==> config.mk <==
export PLATFORM = sky130hd
export DESIGN_NAME = xcvr_power_ctrl
export DESIGN_NICKNAME = d
export VERILOG_FILES = /design/src/logic/supply_seq.v /design/src/logic/xcvr_power_ctrl.v
export VERILOG_INCLUDE_DIRS = /design/src /design/src/logic
export SDC_FILE = /design/constraint.sdc
export NUM_CORES = 1
export LEC_CHECK = 0
export BUFFER_PORTS_ARGS = -buffer_cell sky130_fd_sc_hd__buf_4
export CAP_MARGIN = 0
export CORE_MARGIN = 2
export CORE_UTILIZATION = 45
export DETAILED_ROUTE_END_ITERATION = 8
export PLACE_DENSITY = 0.79
export SYNTH_ARGS = -nofsm -noshare
export SYNTH_HDL_FRONTEND = slang
export SYNTH_SLANG_ARGS = --single-unit
==> constraint.sdc <==
create_clock -name clk_sys -period 3.1 [get_ports clk_sys]
set_input_delay 0.62 -clock clk_sys [delete_from_list [all_inputs] [get_ports clk_sys]]
set_output_delay 0.62 -clock clk_sys [all_outputs]
set_load 0.02 [all_outputs]
==> src/logic/pwr_defines.vh <==
// Purpose: constants for the transceiver power state control block
// Assumes: 25 MHz clk_sys, AXI4-Lite register access, 32-bit data
// Notes:   offsets are byte addresses, one word per register
`ifndef PWR_DEFINES_VH
`define PWR_DEFINES_VH

// register byte offsets
`define OFS_MODE        8'h00
`define OFS_STATUS      8'h04
`define OFS_IRQ_STAT    8'h08
`define OFS_IRQ_MASK    8'h0C

// mode codes
`define MODE_PD         4'h0
`define MODE_DS         4'h1
`define MODE_STBY       4'h5
`define MODE_FIFO       4'h6
`define MODE_SYNRX      4'h8
`define MODE_RX         4'h9
`define MODE_WOR        4'hB
`define MODE_SYNTX      4'hC
`define MODE_TX         4'hD
`define MODE_RST        4'h0

// status word fields
`define ST_REG_RDY      0
`define ST_BROWN        1
`define ST_PEND         2
`define ST_FIFO_EN      3
`define ST_MODE_LO      4
`define ST_MODE_HI      7

// interrupt event bits
`define IRQ_W           3
`define EV_REG_RDY      0
`define EV_BROWN        1
`define EV_MODE         2
`define IRQ_RST         3'h0

// bus responses
`define RESP_OKAY       2'h0
`define RESP_SLVERR     2'h2

// timing
`define CLK_PERIOD_NS   40
`define REG_SETTLE_NS   20000
`define INIT_NS         100000
`define REG_SETTLE_CYC  ((`REG_SETTLE_NS + `CLK_PERIOD_NS - 1) / `CLK_PERIOD_NS)
`define INIT_CYC        ((`INIT_NS + `CLK_PERIOD_NS - 1) / `CLK_PERIOD_NS)

`endif

==> src/logic/supply_seq.v <==
// Purpose: supply and regulator enables per applied power mode
// Assumes: mode comes from a register on the same clock
// Notes:   ready restarts whenever the core supplies switch on
`timescale 1ns/100ps
`include "pwr_defines.vh"
module supply_seq #(
	parameter SETTLE_CYC = `REG_SETTLE_CYC,
	parameter CNT_W      = 12
) (
	// clock and reset
	input  wire       clk_sys,
	input  wire       rst,
	// applied mode
	input  wire [3:0] mode,
	// supply enables
	output reg        dig_on_ff,
	output reg        ana_on_ff,
	output reg        xtal_on_ff,
	output reg        synth_on_ff,
	output reg        rx_on_ff,
	output reg        tx_on_ff,
	output reg        reg_ready_ff
);
	localparam [CNT_W-1:0] LAST = SETTLE_CYC[CNT_W-1:0] - 1'b1;
	reg  [CNT_W-1:0] cnt_ff;
	reg  [5:0]       nxt_en;
	wire             core_on;

	// low-leakage, deep sleep and wake-on-radio keep the core off
	always @* begin
		case (mode)
			`MODE_STBY:  nxt_en = 6'h07;
			`MODE_FIFO:  nxt_en = 6'h05;
			`MODE_SYNRX: nxt_en = 6'h0F;
			`MODE_RX:    nxt_en = 6'h1F;
			`MODE_SYNTX: nxt_en = 6'h0F;
			`MODE_TX:    nxt_en = 6'h2F;
			default:     nxt_en = 6'h00;
		endcase
	end

	assign core_on = nxt_en[0] | nxt_en[1];

	always @(posedge clk_sys or posedge rst) begin
		if (rst) begin
			{tx_on_ff, rx_on_ff, synth_on_ff} <= 3'h0;
			{xtal_on_ff, ana_on_ff, dig_on_ff} <= 3'h0;
			cnt_ff       <= {CNT_W{1'b0}};
			reg_ready_ff <= 1'b0;
		end else begin
			{tx_on_ff, rx_on_ff, synth_on_ff} <= nxt_en[5:3];
			{xtal_on_ff, ana_on_ff, dig_on_ff} <= nxt_en[2:0];
			// regulators settle from switch-on, not from every mode step
			if (!core_on) begin
				cnt_ff       <= {CNT_W{1'b0}};
				reg_ready_ff <= 1'b0;
			end else if (cnt_ff != LAST) begin
				cnt_ff <= cnt_ff + 1'b1;
			end else begin
				reg_ready_ff <= 1'b1;
			end
		end
	end
endmodule

==> src/logic/xcvr_power_ctrl.v <==
// Purpose: transceiver power state control with AXI4-Lite registers
// Assumes: fifo_empty comes from FIFO logic on clk_sys
// Notes:   brown-out and select pins are asynchronous and synchronised
`timescale 1ns/100ps
`include "pwr_defines.vh"
module xcvr_power_ctrl #(
	parameter SETTLE_CYC = `REG_SETTLE_CYC,
	parameter INIT_CYC   = `INIT_CYC,
	parameter CNT_W      = 12
) (
	// clock and reset
	input  wire        clk_sys,
	input  wire        rst,
	// axi4-lite write address
	input  wire        s_axi_awvalid,
	output reg         s_axi_awready,
	input  wire [7:0]  s_axi_awaddr,
	// axi4-lite write data
	input  wire        s_axi_wvalid,
	output reg         s_axi_wready,
	input  wire [31:0] s_axi_wdata,
	input  wire [3:0]  s_axi_wstrb,
	// axi4-lite write response
	output reg         s_axi_bvalid,
	input  wire        s_axi_bready,
	output reg  [1:0]  s_axi_bresp,
	// axi4-lite read address
	input  wire        s_axi_arvalid,
	output reg         s_axi_arready,
	input  wire [7:0]  s_axi_araddr,
	// axi4-lite read data
	input  wire        s_axi_rready,
	output reg         s_axi_rvalid,
	output reg  [31:0] s_axi_rdata,
	output reg  [1:0]  s_axi_rresp,
	// pins
	input  wire        io_below_bo,
	input  wire        sel_n,
	output reg         sdo_ready_ff,
	// fifo side
	input  wire        fifo_empty,
	output reg         fifo_access_en_ff,
	output reg         fifo_flush_ff,
	// supply enables
	output wire        core_dig_on,
	output wire        core_ana_on,
	output wire        xtal_on,
	output wire        synth_on,
	output wire        rx_on,
	output wire        tx_on,
	// interrupt
	output reg         irq_ff
);
	localparam [CNT_W-1:0] INIT_LAST = INIT_CYC[CNT_W-1:0] - 1'b1;

	// wake and init states
	localparam [1:0] ST_RUN   = 2'h0;
	localparam [1:0] ST_SLEEP = 2'h1;
	localparam [1:0] ST_INIT  = 2'h2;

	reg  [1:0]       state_ff;
	reg  [CNT_W-1:0] init_cnt_ff;
	reg  [3:0]       mode_req_ff;
	reg  [3:0]       mode_cur_ff;
	reg              pend_ff;
	reg  [`IRQ_W-1:0] irq_stat_ff;
	reg  [`IRQ_W-1:0] irq_mask_ff;
	reg  [1:0]       bo_sync_ff;
	reg  [1:0]       sel_sync_ff;
	reg              bo_prev_ff;
	reg              rdy_prev_ff;
	reg              aw_got_ff;
	reg              w_got_ff;
	reg  [7:0]       waddr_ff;
	reg  [31:0]      wdata_ff;
	reg  [3:0]       wstrb_ff;
	reg  [31:0]      nxt_rdata;
	reg  [1:0]       nxt_rresp;
	reg  [`IRQ_W-1:0] ev_set;
	reg  [`IRQ_W-1:0] ev_clr;
	wire             reg_ready;
	wire             brownout_flag;
	wire             awake;
	wire             do_write;
	wire             do_read;
	wire             apply;
	wire             wipe;
	wire [31:0]      status_word;

	function legal_mode;
		input [3:0] m;
		begin
			case (m)
				`MODE_PD, `MODE_DS, `MODE_STBY, `MODE_FIFO,
				`MODE_SYNRX, `MODE_RX, `MODE_WOR, `MODE_SYNTX,
				`MODE_TX: legal_mode = 1'b1;
				default:  legal_mode = 1'b0;
			endcase
		end
	endfunction

	function fifo_mode;
		input [3:0] m;
		begin
			case (m)
				`MODE_FIFO, `MODE_SYNRX, `MODE_RX,
				`MODE_SYNTX, `MODE_TX: fifo_mode = 1'b1;
				default:               fifo_mode = 1'b0;
			endcase
		end
	endfunction

	supply_seq #(
		.SETTLE_CYC (SETTLE_CYC),
		.CNT_W      (CNT_W)
	) u_supply (
		.clk_sys      (clk_sys),
		.rst          (rst),
		.mode         (mode_cur_ff),
		.dig_on_ff    (core_dig_on),
		.ana_on_ff    (core_ana_on),
		.xtal_on_ff   (xtal_on),
		.synth_on_ff  (synth_on),
		.rx_on_ff     (rx_on),
		.tx_on_ff     (tx_on),
		.reg_ready_ff (reg_ready)
	);

	assign brownout_flag = bo_sync_ff[1];
	assign awake         = (state_ff == ST_RUN);
	assign do_write      = aw_got_ff & w_got_ff & ~s_axi_bvalid;
	assign do_read       = s_axi_arvalid & s_axi_arready;
	// fifo-less targets wait for an empty fifo before the switch
	assign apply = pend_ff & awake & (fifo_mode(mode_req_ff) | fifo_empty);
	assign wipe  = apply & (mode_req_ff == `MODE_DS);

	assign status_word = {24'h0, mode_cur_ff, fifo_access_en_ff, pend_ff,
		brownout_flag, reg_ready};

	// pin synchronisers
	always @(posedge clk_sys or posedge rst) begin
		if (rst) begin
			bo_sync_ff  <= 2'h0;
			sel_sync_ff <= 2'h3;
		end else begin
			bo_sync_ff  <= {bo_sync_ff[0], io_below_bo};
			sel_sync_ff <= {sel_sync_ff[0], sel_n};
		end
	end

	// sleep, wake and data-out ready
	always @(posedge clk_sys or posedge rst) begin
		if (rst) begin
			state_ff     <= ST_INIT;
			init_cnt_ff  <= {CNT_W{1'b0}};
			sdo_ready_ff <= 1'b0;
		end else begin
			case (state_ff)
				ST_RUN: begin
					if (wipe) begin
						state_ff     <= ST_SLEEP;
						sdo_ready_ff <= 1'b0;
					end
				end
				ST_SLEEP: begin
					if (!sel_sync_ff[1]) begin
						state_ff    <= ST_INIT;
						init_cnt_ff <= {CNT_W{1'b0}};
					end
				end
				ST_INIT: begin
					if (init_cnt_ff == INIT_LAST) begin
						state_ff     <= ST_RUN;
						sdo_ready_ff <= 1'b1;
					end else begin
						init_cnt_ff <= init_cnt_ff + 1'b1;
					end
				end
				default: state_ff <= ST_INIT;
			endcase
		end
	end

	// mode request and applied mode
	always @(posedge clk_sys or posedge rst) begin
		if (rst) begin
			mode_req_ff       <= `MODE_RST;
			mode_cur_ff       <= `MODE_RST;
			pend_ff           <= 1'b0;
			fifo_access_en_ff <= 1'b0;
			fifo_flush_ff     <= 1'b0;
		end else begin
			fifo_flush_ff <= 1'b0;
			if (wipe) begin
				mode_req_ff <= `MODE_RST;
				pend_ff     <= 1'b0;
			end else if (do_write && awake && waddr_ff == `OFS_MODE
				&& wstrb_ff[0] && legal_mode(wdata_ff[3:0])) begin
				mode_req_ff <= wdata_ff[3:0];
				pend_ff     <= 1'b1;
			end else if (apply) begin
				pend_ff <= 1'b0;
			end
			if (state_ff == ST_SLEEP) begin
				mode_cur_ff <= `MODE_DS;
			end else if (state_ff == ST_INIT) begin
				mode_cur_ff <= `MODE_PD;
			end else if (apply) begin
				mode_cur_ff <= mode_req_ff;
			end
			fifo_access_en_ff <= awake & fifo_mode(mode_cur_ff);
			// flush on a switch to a non-fifo mode, applied only once fifo_empty is high
			if (apply && !fifo_mode(mode_req_ff)) begin
				fifo_flush_ff <= 1'b1;
			end
		end
	end

	// interrupt events, set wins over read-clear
	always @* begin
		ev_set = {`IRQ_W{1'b0}};
		ev_set[`EV_REG_RDY] = reg_ready & ~rdy_prev_ff;
		ev_set[`EV_BROWN]   = brownout_flag & ~bo_prev_ff;
		ev_set[`EV_MODE]    = apply;
		ev_clr = {`IRQ_W{1'b0}};
		if (do_read && awake && s_axi_araddr == `OFS_IRQ_STAT) begin
			ev_clr = {`IRQ_W{1'b1}};
		end
	end

	always @(posedge clk_sys or posedge rst) begin
		if (rst) begin
			irq_stat_ff <= `IRQ_RST;
			irq_mask_ff <= `IRQ_RST;
			rdy_prev_ff <= 1'b0;
			bo_prev_ff  <= 1'b0;
			irq_ff      <= 1'b0;
		end else begin
			rdy_prev_ff <= reg_ready;
			bo_prev_ff  <= brownout_flag;
			if (wipe) begin
				irq_stat_ff <= `IRQ_RST;
				irq_mask_ff <= `IRQ_RST;
			end else begin
				irq_stat_ff <= (irq_stat_ff & ~ev_clr) | ev_set;
				// a write while asleep answers an error and must not land
				if (do_write && awake && wstrb_ff[0]
					&& waddr_ff == `OFS_IRQ_MASK) begin
					irq_mask_ff <= wdata_ff[`IRQ_W-1:0];
				end
			end
			irq_ff <= |(((irq_stat_ff & ~ev_clr) | ev_set) & irq_mask_ff);
		end
	end

	// write channels, taken in either order
	always @(posedge clk_sys or posedge rst) begin
		if (rst) begin
			s_axi_awready <= 1'b0;
			s_axi_wready  <= 1'b0;
			s_axi_bvalid  <= 1'b0;
			s_axi_bresp   <= `RESP_OKAY;
			aw_got_ff     <= 1'b0;
			w_got_ff      <= 1'b0;
			waddr_ff      <= 8'h00;
			wdata_ff      <= 32'h0;
			wstrb_ff      <= 4'h0;
		end else begin
			s_axi_awready <= ~aw_got_ff & ~(s_axi_awvalid & s_axi_awready)
				& ~s_axi_bvalid;
			s_axi_wready  <= ~w_got_ff & ~(s_axi_wvalid & s_axi_wready)
				& ~s_axi_bvalid;
			if (s_axi_awvalid && s_axi_awready) begin
				aw_got_ff <= 1'b1;
				waddr_ff  <= s_axi_awaddr;
			end
			if (s_axi_wvalid && s_axi_wready) begin
				w_got_ff <= 1'b1;
				wdata_ff <= s_axi_wdata;
				wstrb_ff <= s_axi_wstrb;
			end
			if (do_write) begin
				aw_got_ff    <= 1'b0;
				w_got_ff     <= 1'b0;
				s_axi_bvalid <= 1'b1;
				// asleep or initialising, nothing is written
				if (!awake || (waddr_ff != `OFS_MODE
					&& waddr_ff != `OFS_IRQ_MASK)) begin
					s_axi_bresp <= `RESP_SLVERR;
				end else begin
					s_axi_bresp <= `RESP_OKAY;
				end
			end else if (s_axi_bvalid && s_axi_bready) begin
				s_axi_bvalid <= 1'b0;
			end
		end
	end

	// read decode
	always @* begin
		nxt_rdata = 32'h0;
		nxt_rresp = `RESP_OKAY;
		if (!awake) begin
			nxt_rresp = `RESP_SLVERR;
		end else begin
			case (s_axi_araddr)
				`OFS_MODE:     nxt_rdata = {28'h0, mode_req_ff};
				`OFS_STATUS:   nxt_rdata = status_word;
				`OFS_IRQ_STAT: nxt_rdata = {29'h0, irq_stat_ff};
				`OFS_IRQ_MASK: nxt_rdata = {29'h0, irq_mask_ff};
				default:       nxt_rresp = `RESP_SLVERR;
			endcase
		end
	end

	always @(posedge clk_sys or posedge rst) begin
		if (rst) begin
			s_axi_arready <= 1'b0;
			s_axi_rvalid  <= 1'b0;
			s_axi_rdata   <= 32'h0;
			s_axi_rresp   <= `RESP_OKAY;
		end else begin
			s_axi_arready <= ~do_read & ~s_axi_rvalid;
			if (do_read) begin
				s_axi_rvalid <= 1'b1;
				s_axi_rdata  <= nxt_rdata;
				s_axi_rresp  <= nxt_rresp;
			end else if (s_axi_rvalid && s_axi_rready) begin
				s_axi_rvalid <= 1'b0;
				s_axi_arready <= 1'b0;
			end
		end
	end
endmodule

==> results by stage, run 1 <==
Run status:
- The run finished with clean final reports.

STA:
- The final clock period utilization by the worst path is 61.0%.
- The number of pins with negative max-slew slack in the final report is 0.
- The sum of negative setup slack is 0 ns.
- Based on the critical path, the design can be clocked at up to between 500 and 600 MHz.
- Setup repair after global routing left no endpoint under its margin.
- The smallest clock period supported by the final layout is computed as roughly 1.9 ns.
- The worst slew margin relative to its limit is between 50% and 60%.
- The number of hold violations in the final report was 0.
- Setup violations remaining at the end of the flow were counted as 0.
- The transition time at the pin with the least slew margin is approximately 0.64 ns.
- The final setup skew is 0.00544 ns.

Placed design:
- The HPWL after detailed placement is between 5 and 6 mm.
- The number of I/O port buffers is between 50 and 60.
- The total instance count after detailed placement is approximately 520.
- The congestion estimate from routability-driven global placement came to a little under 0.8.

Synthesis:
- The count of warnings emitted by yosys is 0.
- In the synthesized netlist, the cells that appear most often are 84 x sky130_fd_sc_hd__dfrtp_1, 40 x sky130_fd_sc_hd__nor2_1, 27 x sky130_fd_sc_hd__buf_4.
- After synthesis the netlist holds a flip-flop and latch count of 87.
- The most instantiated flip-flop cell in the synthesis netlist is sky130_fd_sc_hd__dfrtp_1.
- In the post-synthesis netlist, the biggest area contributors are sky130_fd_sc_hd__dfrtp_1 52%, sky130_fd_sc_hd__buf_4 5.0%, sky130_fd_sc_hd__nor2_1 3.7%.
- The average cell area after synthesis is roughly 11 µm².
- Yosys mapped a number of flops with a built-in enable equal to 0.
- In the synthesized netlist the async set-or-reset flop fraction comes to 100%.
- The number of different library cells used by synthesis comes to between 50 and 60.
- The netlist area before placement is around 4000 µm².
- The synthesized instance count is 368.
- Summed over its instances, the top area cell type makes up between 50 and 60% of the synthesized netlist area.
- The register area share after synthesis is 53.6%.
- The dominant cell by count in the synthesized netlist is sky130_fd_sc_hd__dfrtp_1.
- The post-synthesis cell type with the largest combined area is sky130_fd_sc_hd__dfrtp_1.

Floorplan:
- The floorplan step defined a die boundary enclosing between 9000 and 10,000 µm².
- Once the floorplan was initialized, standard cells occupied between 40 and 50% of the core.
- The floorplan has 34 rows.
- The top-level I/O count is 113.
- The die is just under 100 µm tall.
- The overall die width is between 90 and 100 µm.
- The core region area is 8760 µm².

CTS:
- The number of clock buffers added by TritonCTS is 9.
- The insertion delay of the later-clocked pin in the worst-skew pair is 0.35 ns.
- The maximum buffer depth of the clock tree is 2.
- CTS placed an instance of sky130_fd_sc_hd__clkbuf_8 at the clock tree root.
- CTS saw between 80 and 90 sinks.
- After clock tree synthesis, the setup repair step added 0 buffers.
- Clock-pin slew was measured on the worst setup and hold paths at around 0.09 ns.
- The H-tree depth is 3.
- TritonCTS built the clock tree.
- The hold buffer count at cts is 0.
- In this run, post-CTS repair resized a total of 0 instances.

Cells and area:
- Cells with a size suffix above 1 make up approximately 25% of the layout.
- The count of antenna diodes in the layout is 0.
- The growth of design area from synthesis to finish is 15.8%.
- For this run, the post-layout net count is about 500.
- The count of non-filler cells in the finished layout is between 500 and 600.

GRT:
- Entering global routing, the biggest net connects 52 pins.
- In the global route stage, overall resource usage came out at 16.3%.
- After global routing the overflow that remains totals 0.
- The number of antenna violations at the first check in global routing is 0.
- The wire length of the first global-routing pass is approximately 13 mm.
- The via count of the first global-routing pass is around 2,700.

Detailed routing:
- The number of vias per cell is around 5.2.
- The DRC violation count after routing is 0.
- The per-cell routed wire length is roughly 14 µm.
- The total iterations of the first detailed-routing run is 4.
- Summed over all layers, the routed wires come to 7.43 mm.
- The routed layout has between 2,000 and 3,000 vias.
- In this run the remaining antenna-violating nets after routing total 0.
- The number of violations reported at the end of detailed-routing iteration 0 is 119.

Power:
- Power spread over the standard cell area amounts to ~670 nW/µm².
- Summed over all cells, the static leakage comes to approximately 2.2 nW.
- The worst-case IR drop observed on VDD is about 0.39 mV.

Setup path:
- Along the worst path, the maximum fanout reaches 15.
- The endpoint class of the critical path is a register.
- The delay contributed by the slowest stage of the critical path is roughly 0.55 ns.
- The critical path required time is about 3.4 ns.
- Data arrives at the worst endpoint at between 2 and 2.5 ns.
- On the critical path, the stage with the largest delay is an instance of sky130_fd_sc_hd__dfrtp_1.
- The dominant delay contributor by cell family on the critical path is simple AND/OR/NAND/NOR gates.
- Counting cells, the worst reg-to-reg path comes to 4.
- The critical path is of the reg2reg type.
- In this run the critical register-to-register path is captured at mode_req_ff[0].
- The critical path goes through nor4_4 -> nand4_2 -> or4_1 -> a21oi_1.
- The startpoint identified for the worst register-to-register timing path is state_ff[0].
- STA classifies the critical path startpoint as a register.
- The internal reg-to-reg setup slack is around 1.2 ns.
- The sum of buffers and inverters on the critical path is 0.

Hold path:
- The min-delay analysis places its worst path in the category in2async.

Job:
- The max-cap violation count is 0.
## how the worst max path moves through the flow
| stage | end | startpoint | cells past startpoint | slack, ns |
|---|---|---|---|---|
| after floorplan | aw_got_ff | rst | 1 | 0.23 |
| after global placement | s_axi_rdata[7] | s_axi_araddr[5] | 5 | 1.00 |
| after detailed placement | s_axi_rdata[6] | s_axi_araddr[5] | 5 | 1.0 |
| after CTS | mode_req_ff[0] | state_ff[0] | 4 | 1.20 |
| after global routing | mode_req_ff[2] | state_ff[0] | 4 | 1.06 |
| final | mode_req_ff[0] | state_ff[0] | 4 | 1.21 |
## stage by stage
stage / worst slack (ns) / total power (W) / instance area (µm²) / util (%) / hold WS, ns
after floorplan: 0.235 / 0.00217 / 4160 / - / 0.331
after global placement: 1.00 / 0.00234 / 4500 / 51.4 / 0.342
after detailed placement: 0.999 / 0.00239 / 4500 / 51.4 / 0.347
after CTS: 1.20 / 0.00320 / 4710 / 53.8 / 0.340
after global routing: 1.06 / 0.00337 / 4710 / 53.8 / 0.350
final: 1.21 / 0.00317 / 4710 / 53.8 / 0.328
## layout make-up
type | instances | area, µm²
clock inverters | 6 | 68.8
inverters | 22 | 83.8
multi-input cells | 249 | 1660
fillers | 787 | 4050
clock buffers | 10 | 138
flip-flops and latches | 87 | 2180
repair buffers | 58 | 448
well taps | 108 | 135
## power breakdown
group | total [W] | internal (W) | switching (W) | leakage (nW)
registers | 0.00162 | 0.00137 | 0.000250 | 1.12
logic | 0.000742 | 0.000357 | 0.000385 | 0.950
clock network | 0.000810 | 0.000399 | 0.000411 | 0.103
total | 0.00317 | 0.00212 | 0.00105 | 2.17
## state kept, by name, summed over array words and instances, names as in the netlist, 2 cells and up
register	flops
s_axi_rdata	8
state_ff	2
init_cnt_ff	12
wdata_ff	4
bo_sync_ff	2
irq_stat_ff	3
waddr_ff	8
u_supply.cnt_ff	12
mode_req_ff	4
irq_mask_ff	3
sel_sync_ff	2
mode_cur_ff	4
## cell usage in the layout, fill, tap and decap left out, drive strengths merged, types with 8 or more instances in the layout
cell    netlist  routed
a21oi        14      14
a22o          8       8
buf          30      58
clkbuf        5      10
conb          1      26
dfrtp        84      84
inv          22      22
mux2         13      13
nand2        16      16
nand3         8       8
nand4         8       8
nor2         40      40
nor3         11      11
o21ai        10      10
xnor2        15      15
## routing by layer
layer | GRT usage [%] | share of wire, % | vias to the layer above
met2 | 26.5 | 48 | 83
met4 | 6.01 | 1.6 | 0
met3 | 2.81 | 4.2 | 13
met5 | 0 | 0 | -
met1 | 22.0 | 46 | 1349
li1 | - | - | 1360
## cells by family after synthesis
group	share of synthesized area, %
AND/OR/NAND/NOR	17.3
AO/OA/AOI/OAI	9.75
buffers and inverters	8.00
flip-flops	53.6
adder cells (fa/ha/maj)	0.923
XOR/XNOR	3.87
multiplexers	6.49
other	0.0922
Note: power is estimated with default switching activity, not from simulation.
==> run 2: changes to the inputs <==
Clock period 3.1 ns to 1.9 ns, I/O delays scaled along.
==> results by stage, run 2 (same netlist as run 1, synthesis figures left out) <==
Floorplan:
- The area of the die came to 9820 µm² (unchanged).
- The die span in y was 99.1 µm (unchanged).
- The core region area is 8760 µm² (unchanged).
- The standard-cell row count is 34 (unchanged).
- The top-level I/O count was 113 (unchanged).
- The starting utilization of the core area came to 46.4% (unchanged).
- The overall die width was 99.1 µm (unchanged).

Setup path:
- The startpoint type of the worst setup path is a register (unchanged).
- The arrival time at the worst endpoint is 2.05 ns (was 2.18 ns).
- The sum of buffers and inverters on the critical path came to 0 (unchanged).
- The critical path required time is 2.18 ns (was 3.38 ns).
- Critical-path cell list: nor4_4 -> nand4_2 -> or4_1 -> a21oi_1 (unchanged).
- The endpoint class of the critical path is a register (unchanged).
- The dominant delay contributor by cell family on the critical path is simple AND/OR/NAND/NOR gates (unchanged).
- The standard cell with the maximum stage delay on the critical path is sky130_fd_sc_hd__or4_1 (was sky130_fd_sc_hd__dfrtp_1).
- The classification of the worst setup path is reg2reg (unchanged).
- The worst-path maximum fanout is 6 (was 15).
- The delay contributed by the slowest stage of the critical path is 0.55 ns (about the same).

Cells and area:
- The layout net count is 500 (was 492).
- The number of inserted filler cells in the final layout is 751 (was 787).
- The count of non-filler cells in the finished layout came to 548 (was 540).
- The most common cell after layout, fill and taps aside was sky130_fd_sc_hd__dfrtp_1 (unchanged).
- Commonest cells after routing, fill and taps aside: 84 x sky130_fd_sc_hd__dfrtp_1, 64 x sky130_fd_sc_hd__buf_4, 40 x sky130_fd_sc_hd__nor2_1 (was 84 x sky130_fd_sc_hd__dfrtp_1, 57 x sky130_fd_sc_hd__buf_4, 40 x sky130_fd_sc_hd__nor2_1).
- The growth of design area from synthesis to finish came to 17.2% (was 15.8%).
- The fraction of final layout cells sized beyond drive strength 1 is 25.7% (was 24.8%).
- The count of antenna diodes in the layout is 0 (unchanged).
- Largest registers ranked by flip-flop count: init_cnt_ff (12), u_supply.cnt_ff (12) (unchanged).

Power:
- The peak supply drop is 0.624 mV (was 0.387 mV).
- The power density over the cells was 1080 nW/µm² (was 672 nW/µm²).
- The standby leakage power is 2.20 nW (was 2.17 nW).

STA:
- The final clock period utilization by the worst path was 93.1% (was 61.0%).
- The maximum clock frequency is 565 MHz (was 528 MHz).
- The minimum period implied by the final worst setup slack is 1.77 ns (was 1.89 ns).
- The count of final setup violators is 0 (unchanged).
- The number of pins with negative max-slew slack in the final report is 0 (unchanged).
- The worst slew margin relative to its limit is 65.8% (was 57.5%).
- Setup repair after global routing missed its margin: false (unchanged).
- The transition time at the pin with the least slew margin is 0.510 ns (was 0.637 ns).
- The worst hold slack is 0.133 ns (was 0.328 ns).
- The number of hold violations in the final report is 0 (unchanged).
- The sum of negative setup slack was 0 ns (unchanged).
- The final setup skew is 0.00586 ns (was 0.00544 ns).

GRT:
- The via count of the first global-routing pass is 2,732 (was 2,733).
- The overall global routing resource usage is 16.1% (was 16.3%).
- The wire length of the first global-routing pass is 12.7 mm (was 12.9 mm).
- The pin count of the biggest net entering global routing was 69 (was 52).
- The number of antenna violations at the first check in global routing was 0 (unchanged).
- The overall overflow remaining after global route came to 0 (unchanged).

Detailed routing:
- The total number of vias came to 2,856 (was 2,805).
- The number of violations reported at the end of detailed-routing iteration 0 came to 99 (was 119).
- The final wirelength is 7.55 mm (was 7.43 mm).
- The total iterations of the first detailed-routing run is 4 (unchanged).
- The number of vias per cell is 5.21 (was 5.19).
- The per-cell routed wire length came to 13.8 µm (about the same).
- The number of nets with antenna violations after detailed routing was 0 (unchanged).
- The DRC violation count after routing is 0 (unchanged).

CTS:
- The master cell of the clock root buffer was sky130_fd_sc_hd__clkbuf_8 (unchanged).
- The CTS tree was built (unchanged).
- The number of sinks handled by clock tree synthesis came to 87 (unchanged).
- The H-tree depth was 3 (unchanged).
- The insertion delay of the later-clocked pin in the worst-skew pair is 0.35 ns (about the same).
- The total clock buffers created by CTS is 9 (unchanged).
- The clock transition time at the flip-flop clock pins of the worst setup and hold paths is 0.08 ns (was 0.09 ns).
- The number of setup buffers added after CTS was 0 (unchanged).
- The post-cts gate resize count is 0 (unchanged).
- The maximum buffer depth of the clock tree is 2 (unchanged).

Placed design:
- The total instance count after detailed placement is 531 (was 524).
- The placed wire-length estimate after detailed placement came to 5.56 mm (was 5.51 mm).
- The number of I/O port buffers was 55 (unchanged).
- The routability congestion estimate from global placement is 0.798 (was 0.771).

Run status:
- Status: finished clean (unchanged).

Hold path:
- The classification of the worst-slack hold path is in2reg (was in2async).

Job:
- The max-cap violation count is 0 (unchanged).
## run 2: cell types whose count changed in the layout (fill, tap and decap cells not counted), sizes merged
cell         before  now
buf              58   65
clkinvlp          1    4
clkbuf           10   11
dlygate4sd3       0    1
clkinv            4    1
inv              22   21
## run 2: final timing paths
kind	start	end	slack, ns	cells past startpoint
max	waddr_ff[0]	mode_req_ff[0]	0.13	4
min	io_below_bo	bo_sync_ff[0]	0.13	1
max reg2reg	waddr_ff[0]	mode_req_ff[0]	0.13	4
min reg2reg	bo_sync_ff[0]	bo_sync_ff[1]	0.36	0
max in group asynchronous	rst	state_ff[1]	0.75	4
min in group asynchronous	rst	waddr_ff[6]	0.53	3
## run 2: report_power, final
| part | total [W] | internal [W] | switching [W] |
|---|---|---|---|
| Combinational | 0.00127 | 0.000612 | 0.000654 |
| Sequential | 0.00261 | 0.00223 | 0.000383 |
| Clock | 0.00128 | 0.000641 | 0.000636 |
| Total | 0.00515 | 0.00348 | 0.00167 |
## run 2: layer usage
layer  share of wire (%)  wire, µm  vias to the layer above  global-route usage, %
li1                    -         -                     1372                      -
met1                  47      3520                     1401                   22.0
met2                  47      3560                       75                   25.5
met3                 4.6       345                        8                   2.88
met4                 1.7       128                        0                   7.06
met5                   0         0                        -                      0
## run 2: cell type report
class	count	area [µm²]	share of cell area [%]
Sequential cell	87	2180	45.7
Multi-Input combinational cell	249	1660	34.7
Timing Repair Buffer	66	510	10.7
Clock buffer	11	141	2.97
Tap cell	108	135	2.83
Inverter	22	86.3	1.81
Clock inverter	5	57.6	1.21
## run 2: worst reg2reg max path: cells and delay by family, from the launching register on
| family | cells | cell delay [ns] |
|---|---|---|
| flip-flops | 1 | 0.41 |
| AND/OR/NAND/NOR | 3 | 1.12 |
| AO/OA/AOI/OAI | 1 | 0.17 |
## run 2: metrics by stage
step                setup WS (ns)  utilization (%)  power, W  instance area [µm²]
finish                      0.131             54.4   0.00515                 4770
CTS                         0.140             54.4   0.00521                 4770
global placement            0.199             52.0   0.00384                 4560
detailed placement          0.158             52.0   0.00393                 4560
global route               0.0526             54.4   0.00548                 4770
floorplan                   0.182                -   0.00354                 4170
## run 2: what timing repair did
item	in CTS	in global routing
endpoints found under the setup margin	0	0
hold buffers	1	0
endpoints found under the hold margin	7	0
